==> config.mk <==
export PLATFORM = sky130hd
export DESIGN_NAME = iep_ctrl
export DESIGN_NICKNAME = d
export VERILOG_FILES = /design/src/design/iep_pkg.sv /design/src/design/iep_gate_if.sv /design/src/design/iep_gate.sv /design/src/design/iep_ctrl.sv
export VERILOG_INCLUDE_DIRS = /design/src /design/src/design
export SDC_FILE = /design/constraint.sdc
export NUM_CORES = 1
export LEC_CHECK = 0
export BUFFER_PORTS_ARGS = -buffer_cell sky130_fd_sc_hd__buf_2
export CAP_MARGIN = 20
export CORE_MARGIN = 3
export CORE_UTILIZATION = 30
export DETAILED_ROUTE_END_ITERATION = 10
export PLACE_DENSITY = 0.58
export RECOVER_POWER = 50
export SKIP_CTS_REPAIR_TIMING = 1
export SLEW_MARGIN = 20
export SYNTH_ARGS = -nofsm -noshare
export SYNTH_HDL_FRONTEND = slang
export SYNTH_HIERARCHICAL = 1
export SYNTH_SLANG_ARGS = --single-unit
==> constraint.sdc <==
create_clock -name clk -period 4.47 [get_ports clk]
set_clock_uncertainty 0.1 [all_clocks]
set_input_delay 0.6705 -clock clk [delete_from_list [all_inputs] [get_ports clk]]
set_output_delay 0.6705 -clock clk [all_outputs]
set_load 0.1 [all_outputs]
==> src/design/iep_regs.svh <==
`ifndef IEP_REGS_SVH
`define IEP_REGS_SVH
// Register indices on the plain port
`define IEP_OFF_ENABLE_1    4'h0
`define IEP_OFF_ENABLE_2    4'h1
`define IEP_OFF_ENABLE_3    4'h2
`define IEP_OFF_ENABLE_4    4'h3
`define IEP_OFF_PRIORITY_0  4'h4
`define IEP_OFF_FLAGS       4'h5
`define IEP_OFF_FLAG_CLEAR  4'h6
`define IEP_OFF_REQUESTS    4'h7
// Implemented-bit masks
`define IEP_MASK_ENABLE_1   16'h000b
`define IEP_MASK_ENABLE_2   16'h000f
`define IEP_MASK_ENABLE_3   16'h1807
`define IEP_MASK_ENABLE_4   16'h0037
`define IEP_MASK_PRIORITY_0 16'h7777
// Reset values
`define IEP_RST_ENABLE      16'h0000
`define IEP_RST_PRIORITY_0  16'h4444
// Enable register 1 fields
`define IEP_BIT_PIN_CHANGE  3
`define IEP_BIT_TWA_MASTER  1
`define IEP_BIT_TWA_SLAVE   0
// Enable register 2 fields
`define IEP_BIT_CANA_EVENT  3
`define IEP_BIT_CANA_RX     2
`define IEP_BIT_SPB_EVENT   1
`define IEP_BIT_SPB_ERROR   0
// Enable register 3 fields
`define IEP_BIT_CODEC_EVENT 12
`define IEP_BIT_CODEC_ERROR 11
`define IEP_BIT_TWB_MASTER  2
`define IEP_BIT_TWB_SLAVE   1
`define IEP_BIT_TIMER7      0
// Enable register 4 fields
`define IEP_BIT_XFER_CH7    5
`define IEP_BIT_XFER_CH6    4
`define IEP_BIT_UARTB_ERR   2
`define IEP_BIT_UARTA_ERR   1
`define IEP_BIT_MOTOR_FLTB  0
// Priority register 0 field low bits
`define IEP_POS_TIMER1      12
`define IEP_POS_OUTCMP1     8
`define IEP_POS_INCAP1      4
`define IEP_POS_EXTIRQ0     0
`endif

==> src/design/iep_pkg.sv <==
package iep_pkg;
  typedef logic [15:0] iep_word_t;
  typedef logic [2:0]  iep_prio_t;
  typedef logic [3:0]  iep_addr_t;
  // Source index in the flag/request vectors
  typedef enum logic [4:0] {
    IEP_SRC_PIN_CHANGE, IEP_SRC_TWA_MASTER, IEP_SRC_TWA_SLAVE,
    IEP_SRC_CANA_EVENT, IEP_SRC_CANA_RX, IEP_SRC_SPB_EVENT,
    IEP_SRC_SPB_ERROR, IEP_SRC_CODEC_EVENT, IEP_SRC_CODEC_ERROR,
    IEP_SRC_TWB_MASTER, IEP_SRC_TWB_SLAVE, IEP_SRC_TIMER7,
    IEP_SRC_XFER_CH7, IEP_SRC_XFER_CH6, IEP_SRC_UARTB_ERR,
    IEP_SRC_UARTA_ERR, IEP_SRC_MOTOR_FLTB, IEP_SRC_TIMER1,
    IEP_SRC_OUTCMP1, IEP_SRC_INCAP1, IEP_SRC_EXTIRQ0
  } iep_src_t;
  localparam int IEP_NSRC = 21;
  localparam int IEP_NPRIO = 4;
endpackage : iep_pkg

==> src/design/iep_gate_if.sv <==
`timescale 1ns/1ns
interface iep_gate_if;
  import iep_pkg::*;
  logic [IEP_NSRC-1:0]  flag;
  logic [IEP_NSRC-1:0]  enable;
  logic [IEP_NPRIO-1:0] prio_nonzero;
  logic [IEP_NSRC-1:0]  request;
  logic                 any_request;
  modport regs (output flag, output enable, output prio_nonzero,
                input request, input any_request);
  modport gate (input flag, input enable, input prio_nonzero,
                output request, output any_request);
endinterface : iep_gate_if

==> src/design/iep_gate.sv <==
`timescale 1ns/1ns
module iep_gate
  import iep_pkg::*;
(
  iep_gate_if.gate g
);
  localparam int NPLAIN = IEP_NSRC - IEP_NPRIO;
  wire [IEP_NSRC-1:0] prio_ok;
  // Sources without a priority field here are assumed to hold a
  // non-zero level elsewhere; only the four below can be disabled
  assign prio_ok = {g.prio_nonzero, {NPLAIN{1'b1}}};
  // Flag and enable and non-zero priority
  assign g.request = g.flag & g.enable & prio_ok;
  assign g.any_request = |g.request;
endmodule : iep_gate

==> src/design/iep_ctrl.sv <==
`timescale 1ns/1ns
`include "iep_regs.svh"
// Summary of operation
// - Enable bit set lets a pending flagged request go to priority handling.
// - Enable bit clear blocks the request even with its flag set.
// - Unimplemented bits read zero and ignore writes.
// - Priority fields are 3 bits; 111 highest, 001 lowest.
// - Enable bits are read/write and reset to zero.
// - Each priority field resets to binary 100.
// - Priority register 0: timer1 14-12, cmp1 10-8, cap1 6-4, ext0 2-0.
// - Enable 4: channel 7 done bit 5, channel 6 done bit 4.
// - Enable 3: codec event bit 12, codec error bit 11.
// - Enable 1: two-wire A master bit 1, slave bit 0.
// - Enable 1: pin change notification bit 3.
// - Enable 2: CAN A receive ready bit 2, event bit 3.
// - Enable 2: serial B event bit 1, error bit 0.
// - Enable 4: UART B error 2, UART A error 1, motor fault B 0.
// - Enable 3: two-wire B master 2, slave 1, timer 7 bit 0.
// - Request flags of sources 0-15 read one once their event occurred.
module iep_ctrl
  import iep_pkg::*;
(
  input  wire logic                clk,
  input  wire logic                reset_n,
  input  wire iep_addr_t           addr,
  input  wire iep_word_t           wdata,
  input  wire logic                wr_stb,
  input  wire logic                rd_stb,
  output iep_word_t                rdata,
  input  wire logic [IEP_NSRC-1:0] src_event,
  output logic [IEP_NSRC-1:0]      src_request,
  output logic                     cpu_request,
  output iep_prio_t                cpu_priority
);
  iep_gate_if gi ();

  iep_word_t           en1_r, en2_r, en3_r, en4_r, prio0_r;
  iep_word_t           rdata_r;
  logic [IEP_NSRC-1:0] flag_r;
  logic [IEP_NSRC-1:0] flag_nxt;
  logic [IEP_NSRC-1:0] clr_vec;
  logic [IEP_NSRC-1:0] req_r;
  iep_prio_t           prio_r;
  iep_word_t           rd_mux;

  // Pull one field out of the priority word
  function automatic iep_prio_t prio_field(iep_word_t w, int pos);
    prio_field = w[pos +: 3];
  endfunction : prio_field

  // Pick the higher of two priority codes
  function automatic iep_prio_t prio_max(iep_prio_t a, iep_prio_t b);
    prio_max = (a > b) ? a : b;
  endfunction : prio_max

  wire wr_en1   = wr_stb && (addr == `IEP_OFF_ENABLE_1);
  wire wr_en2   = wr_stb && (addr == `IEP_OFF_ENABLE_2);
  wire wr_en3   = wr_stb && (addr == `IEP_OFF_ENABLE_3);
  wire wr_en4   = wr_stb && (addr == `IEP_OFF_ENABLE_4);
  wire wr_prio0 = wr_stb && (addr == `IEP_OFF_PRIORITY_0);
  wire wr_flclr = wr_stb && (addr == `IEP_OFF_FLAG_CLEAR);

  wire iep_prio_t p_t1  = prio_field(prio0_r, `IEP_POS_TIMER1);
  wire iep_prio_t p_oc1 = prio_field(prio0_r, `IEP_POS_OUTCMP1);
  wire iep_prio_t p_ic1 = prio_field(prio0_r, `IEP_POS_INCAP1);
  wire iep_prio_t p_ex0 = prio_field(prio0_r, `IEP_POS_EXTIRQ0);

  // Enable vector in source order
  wire [IEP_NSRC-1:0] en_vec = {
    1'b1, 1'b1, 1'b1, 1'b1,
    en4_r[`IEP_BIT_MOTOR_FLTB],
    en4_r[`IEP_BIT_UARTA_ERR],
    en4_r[`IEP_BIT_UARTB_ERR],
    en4_r[`IEP_BIT_XFER_CH6],
    en4_r[`IEP_BIT_XFER_CH7],
    en3_r[`IEP_BIT_TIMER7],
    en3_r[`IEP_BIT_TWB_SLAVE],
    en3_r[`IEP_BIT_TWB_MASTER],
    en3_r[`IEP_BIT_CODEC_ERROR],
    en3_r[`IEP_BIT_CODEC_EVENT],
    en2_r[`IEP_BIT_SPB_ERROR],
    en2_r[`IEP_BIT_SPB_EVENT],
    en2_r[`IEP_BIT_CANA_RX],
    en2_r[`IEP_BIT_CANA_EVENT],
    en1_r[`IEP_BIT_TWA_SLAVE],
    en1_r[`IEP_BIT_TWA_MASTER],
    en1_r[`IEP_BIT_PIN_CHANGE]
  };

  // Priority-0 sources have no enable bit in this block's registers;
  // their gating is left to the priority field alone
  assign gi.enable = en_vec;
  assign gi.flag = flag_r;
  assign gi.prio_nonzero = {p_ex0 != 3'h0, p_ic1 != 3'h0,
                            p_oc1 != 3'h0, p_t1 != 3'h0};

  iep_gate u_gate (
    .g (gi.gate)
  );

  // Clear word is one bus word wide: only the low 16 flags clear
  assign clr_vec = wr_flclr ? {{(IEP_NSRC-16){1'b0}}, wdata} : '0;
  // New event beats a simultaneous clear
  assign flag_nxt = (flag_r & ~clr_vec) | src_event;

  // Highest priority among live prioritised sources
  wire iep_prio_t pr_a = prio_max(
    gi.request[IEP_SRC_TIMER1]  ? p_t1  : 3'h0,
    gi.request[IEP_SRC_OUTCMP1] ? p_oc1 : 3'h0);
  wire iep_prio_t pr_b = prio_max(
    gi.request[IEP_SRC_INCAP1]  ? p_ic1 : 3'h0,
    gi.request[IEP_SRC_EXTIRQ0] ? p_ex0 : 3'h0);
  wire iep_prio_t pr_sel = prio_max(pr_a, pr_b);

  always_comb
  begin
    unique case (addr)
      `IEP_OFF_ENABLE_1:   rd_mux = en1_r;
      `IEP_OFF_ENABLE_2:   rd_mux = en2_r;
      `IEP_OFF_ENABLE_3:   rd_mux = en3_r;
      `IEP_OFF_ENABLE_4:   rd_mux = en4_r;
      `IEP_OFF_PRIORITY_0: rd_mux = prio0_r;
      `IEP_OFF_FLAGS:      rd_mux = flag_r[15:0];
      `IEP_OFF_REQUESTS:   rd_mux = req_r[15:0];
      default:             rd_mux = 16'h0000;
    endcase
  end

  always_ff @(posedge clk)
  begin
    if (!reset_n)
    begin
      en1_r   <= `IEP_RST_ENABLE;
      en2_r   <= `IEP_RST_ENABLE;
      en3_r   <= `IEP_RST_ENABLE;
      en4_r   <= `IEP_RST_ENABLE;
      prio0_r <= `IEP_RST_PRIORITY_0;
    end
    else
    begin
      // Masks keep unimplemented bits at zero
      if (wr_en1)
        en1_r <= wdata & `IEP_MASK_ENABLE_1;
      if (wr_en2)
        en2_r <= wdata & `IEP_MASK_ENABLE_2;
      if (wr_en3)
        en3_r <= wdata & `IEP_MASK_ENABLE_3;
      if (wr_en4)
        en4_r <= wdata & `IEP_MASK_ENABLE_4;
      if (wr_prio0)
        prio0_r <= wdata & `IEP_MASK_PRIORITY_0;
    end
  end

  always_ff @(posedge clk)
  begin
    if (!reset_n)
    begin
      flag_r  <= '0;
      req_r   <= '0;
      prio_r  <= 3'h0;
      rdata_r <= 16'h0000;
    end
    else
    begin
      flag_r  <= flag_nxt;
      req_r   <= gi.request;
      prio_r  <= pr_sel;
      rdata_r <= rd_stb ? rd_mux : 16'h0000;
    end
  end

  assign rdata        = rdata_r;
  assign src_request  = req_r;
  assign cpu_request  = |req_r;
  assign cpu_priority = prio_r;
endmodule : iep_ctrl

======== After elaboration in Yosys (flattened, before gate mapping) ========
Cells that the tools add are included.
operators by class
  magnitude comparators ................... 3
  equal/unequal tests ..................... 7
  muxes and demuxes ....................... 9
  bitwise operators ....................... 5
  reductions and logical operators ........ 13
operators by type and width
  kind                                                                   number
  16-bit case mux with 7 select lines                                    1
  21-bit AND                                                             3
  3-bit two-way mux                                                      7
  16-bit NOT with 21-bit output                                          1
  21-bit bitwise OR                                                      1
  21-bit OR reduction                                                    1
  4-bit by 3-bit equality test with 1-bit output, second input constant  4
  16-bit two-way mux                                                     1
  3-bit nonzero test                                                     4
  3-bit > comparator                                                     3
  4-bit by 2-bit equality test with 1-bit output, second input constant  2
  1-bit logical AND                                                      6
  4-bit by 1-bit equality test with 1-bit output, second input constant  1
  4-bit zero test                                                        1
  2-bit AND reduction                                                    1
word-level totals
  register bits after elaboration ......... 90
  input bits .............................. 45
  output and inout port bits .............. 41
  word-level logic and storage cells ...... 46

======== Depth between registers and ports, before layout ========
  depth after elaboration ................. 7
  mapped depth ............................ 15

======== By module ========
Netlist, hierarchy kept.
modules (own cells, without submodules)
  module    instances  cells each  area each (µm²)  sequential area each (µm²)
  iep_ctrl  1          412         3,702.3          1,801.7
  iep_gate  1          30          201.4            0.0

======== Least setup slack after synthesis ========
Ideal clock, no wire load.
  path kind ............................... flip-flop to flip-flop
  start point ............................. reg prio0_r[4]
  end point ............................... reg prio_r[0], in the netlist cpu_priority[0]
  library setup time ...................... 0.117 ns
  data arrival time ....................... 3.208 ns
  slack ................................... 1.045 ns
  cell stages (with the launch flop) ...... 16
  path buffers ............................ 0
  clock period less this slack ............ 3.425 ns
  cell sequence ........................... dfxtp_1 > or3_1 > and3_1 > nand2_1 > inv_1 > ha_1 > nand2_1 > o21a_1 > a31oi_1 > mux2_2 > ha_1 > nor2b_1 > o21a_1 > o21ai_0 > or2_2 > o2bb2ai_1
on the way
  cells in the longest elaborated chain, start to end .. 7
ends and longest elaborated chain
  what                    RTL line          RTL
  from (decl)             iep_ctrl.sv:37    iep_word_t en1_r, en2_r, en3_r, en4_r, prio0_r;
  from (signal assigned)  iep_ctrl.sv:137   prio0_r <= `IEP_RST_PRIORITY_0;
  from (signal assigned)  iep_ctrl.sv:151   prio0_r <= wdata & `IEP_MASK_PRIORITY_0;
  3-bit nonzero test (*)  iep_ctrl.sv:94    assign gi.prio_nonzero = {p_ex0 != 3'h0, p_ic1 != 3'h0,
  net gi.prio_nonzero[2]  iep_gate_if.sv:6  logic [IEP_NPRIO-1:0] prio_nonzero;
  21-bit AND (*)          iep_gate.sv:13    assign g.request = g.flag & g.enable & prio_ok;
  net gi.request[19]      iep_gate_if.sv:7  logic [IEP_NSRC-1:0] request;
  3-bit two-way mux (*)   iep_ctrl.sv:111   gi.request[IEP_SRC_INCAP1] ? p_ic1 : 3'h0,
  3-bit > comparator      iep_ctrl.sv:53    prio_max = (a > b) ? a : b;
  3-bit two-way mux (*)   iep_ctrl.sv:53
  3-bit > comparator      iep_ctrl.sv:53
  3-bit two-way mux (*)   iep_ctrl.sv:53
  to (signal assigned)    iep_ctrl.sv:168   prio_r <= pr_sel;
  to (decl)               iep_ctrl.sv:43    iep_prio_t prio_r;
Mark *: on every way through the listed nets, which the timed path passes. The rest lies on a longest branch.
A chain may end at the register's enable or synchronous reset.

======== Worst setup path after layout ========
  start point ............................. reg prio0_r[4]
  end point ............................... reg prio_r[2], in the netlist cpu_priority[2]
Same word-level chain as after synthesis.

==> results.md <==
- Worst Tran Pin Value: around 1.2 ns
- CTS clk-pin slew, worst paths: around 0.070 ns
- Vias in the first global route: between 3000 and 4000
- Fin crit share: 0.851
- Global-route wire length before repair: between 15 and 20 mm
- Hold Path Class: reg2reg
- Skew-Pair Late Insertion Delay: 0.34 ns
- Core area: around 0.012 sq mm
- Final setup viols: 0
- Final net count: between 500 and 600
- Final std cells w/o fill: 682
- Worst path bufs/invs: 1
- Sw frac: 0.249
- CP top delay family: compound AO/OA/AOI/OAI gates
- Number of top-level pins: 86
- Row Count: 40
- Synth warn: 6
- Layout cells sized above 1: 0.177
- Max Root-Sink Buffers: 2
- RSZ-0062 raised after global routing: false
- Mapped cell area: 0.00384 sq mm
- PwrDens: between 300 and 400 mW/mm^2
- Die ar.: between 0.01 and 0.015 sq mm
- H-tree depth: 3
- Number of vias per cell: approximately 4.8
- Ant diodes: 0
- Total Routing Usage GR: 0.160
- Fillcell total: roughly 1300
- Crit-path slowest cell: o21ai_0
- Run status: finished, final reports clean
- Sequential power share: 0.475
- Multi-input gate area: 0.00190 sq mm
- Wire per inst: between 15 and 20 microns
- Comb power frac: 0.097
- Critical path capture point type: flop
- Antenna violations before repair: 0
- Worst VDD drop: about 0.14 mV
- Worst-path cell chain: or3_1, and3_1, nand2_1, inv_1, ha_1, nand2_1, o21a_1, a31oi_1, mux2_2, ha_1, nor2b_1, o21a_1, o21ai_0, a21oi_1, o21a_1
- CTS root buf: clkbuf_16
- WL final: approximately 11 mm
- # port buffers: 85
- Crit path kind: reg2reg
- GPL Wtd Cong: about 0.86
- Worst stage delay on the critical path: roughly 0.45 ns
- DRC violation count after routing: 0
- Total power: 1.77 mW
- CP Data Arrival Time: roughly 3.9 ns
- Final hold vios: 0
- FF/Latch Area: 0.00180 sq mm
- Initial Utilization: 0.313
- DP Cell Count: around 670
- Avg Cell Area, Syn: 8.86 sq um
- CTS tree: done
- Switching power: 0.440 mW
- Pleak: between 1.5 and 2 nW
- Sink Count: 90
- Pins Over Slew Limit: 0
- Slew margin rel.: 0.196
- HPWL after detailed placement: 8.24 mm
- CP required: 4.61 ns
- Pin count of the biggest net entering global routing: 30
- Via count: 3248
- Fin Setup TNS: 0 ns
- Max-cap violations: 0
- Critical Path Source Type: flop
- Final global-route overflow total: 0
- Clock Power Share: 0.428
- Cts bufs inserted: 9
- Die height: about 120 microns
- Drt first pass iters: 4
- Clock period minus worst slack: 3.81 ns
- Most frequent cell on the critical path: o21a_1
- Syn-to-layout area delta: 21.1%
- Crit-path max FO: 6
- Die width: roughly 120 microns
- Cell Int Power: 1.33 mW
- Max Clock Freq: about 0.26 GHz
- ANT nets after route: 0
- Starting DRC count in detailed routing: roughly 220
- Final hold slack: ~0.36 ns
- Cell count after synthesis: roughly 430
-- worst register-to-register path, cell delays in order (launching register included) --
cell	delay, ns
dfxtp_1	0.34
or3_1	0.36
and3_1	0.22
nand2_1	0.09
inv_1	0.05
ha_1	0.31
nand2_1	0.06
o21a_1	0.19
a31oi_1	0.26
mux2_2	0.39
ha_1	0.29
nor2b_1	0.14
o21a_1	0.16
o21ai_0	0.45
a21oi_1	0.14
o21a_1	0.15
-- worst paths after layout --
path | slack [ns] | endpoint | cells past startpoint | startpoint
worst max-delay path | 0.66 | cpu_priority[2] | 15 | prio0_r[4]
worst min-delay path | 0.36 | flag_r[16] | 2 | flag_r[16]
worst max register to register | 0.66 | cpu_priority[2] | 15 | prio0_r[4]
worst min register to register | 0.36 | flag_r[16] | 2 | flag_r[16]
-- cells in the final DEF, fill, tap and decap left out, types with 2 or more instances in the layout --
cell / n
clkinvlp_4: 3
a22o_1: 4
o21a_1: 3
mux4_2: 2
inv_1: 8
clkbuf_1: 28
and2_0: 11
a32oi_1: 3
nor2_1: 61
nand3b_1: 3
a21oi_1: 31
mux2i_1: 20
nor4_1: 4
and3_1: 8
clkbuf_16: 9
o21ai_0: 2
nor2b_1: 5
buf_2: 58
conb_1: 4
nor3b_1: 2
nand3_1: 9
o2bb2ai_1: 2
nand2_1: 60
ha_1: 9
nor3_1: 2
and2_1: 28
dfxtp_1: 90
a221oi_1: 5
or4_1: 2
buf_4: 2
a22oi_1: 10
or3_1: 4
mux2_2: 11
-- area by class of cell --
class / count / area share
sequential: 90 / 0.388
multi-input combinational: 314 / 0.410
clock buffer: 11 / 0.0522
clock inverter: 4 / 0.0113
inverter: 8 / 0.00646
tap: 168 / 0.0452
timing repair buffer: 87 / 0.0875
-- sequential cells by signal (all words and copies together) (netlist names) --
register      cells
cpu_priority      3
flag_r           21
en4_r             5
en3_r             5
src_request      21
prio0_r          12
en2_r             4
en1_r             3
rdata            16
-- routing by layer --
| layer | up-vias | global-route usage | wire length, microns |
|---|---|---|---|
| li1 | 1620 | - | - |
| met1 | 1516 | 0.204 | 5090 |
| met2 | 96 | 0.255 | 5070 |
| met3 | 16 | 0.0423 | 644 |
| met4 | 0 | 0.0652 | 244 |
| met5 | - | 0 | 0 |
-- power groups by stage --
stage,clock (mW),combinational [mW],sequential (mW)
floorplan,0,0.0959,0.877
global placement,0,0.169,0.857
detailed placement,0,0.172,0.857
CTS,0.769,0.173,0.839
global route,0.799,0.186,0.841
finish,0.756,0.171,0.839
-- metrics by stage --
| step | utilization | worst slack (ns) | area [sq um] |
|---|---|---|---|
| 2_1_floorplan | - | 1.05 | 3850 |
| 3_3_place_gp | 0.358 | 0.928 | 4390 |
| 3_5_place_dp | 0.358 | 0.756 | 4390 |
| 4_1_cts | 0.382 | 0.733 | 4680 |
| 5_1_grt | 0.379 | 0.490 | 4650 |
| 6_report | 0.379 | 0.665 | 4650 |
(Power assumes the default switching activity.)
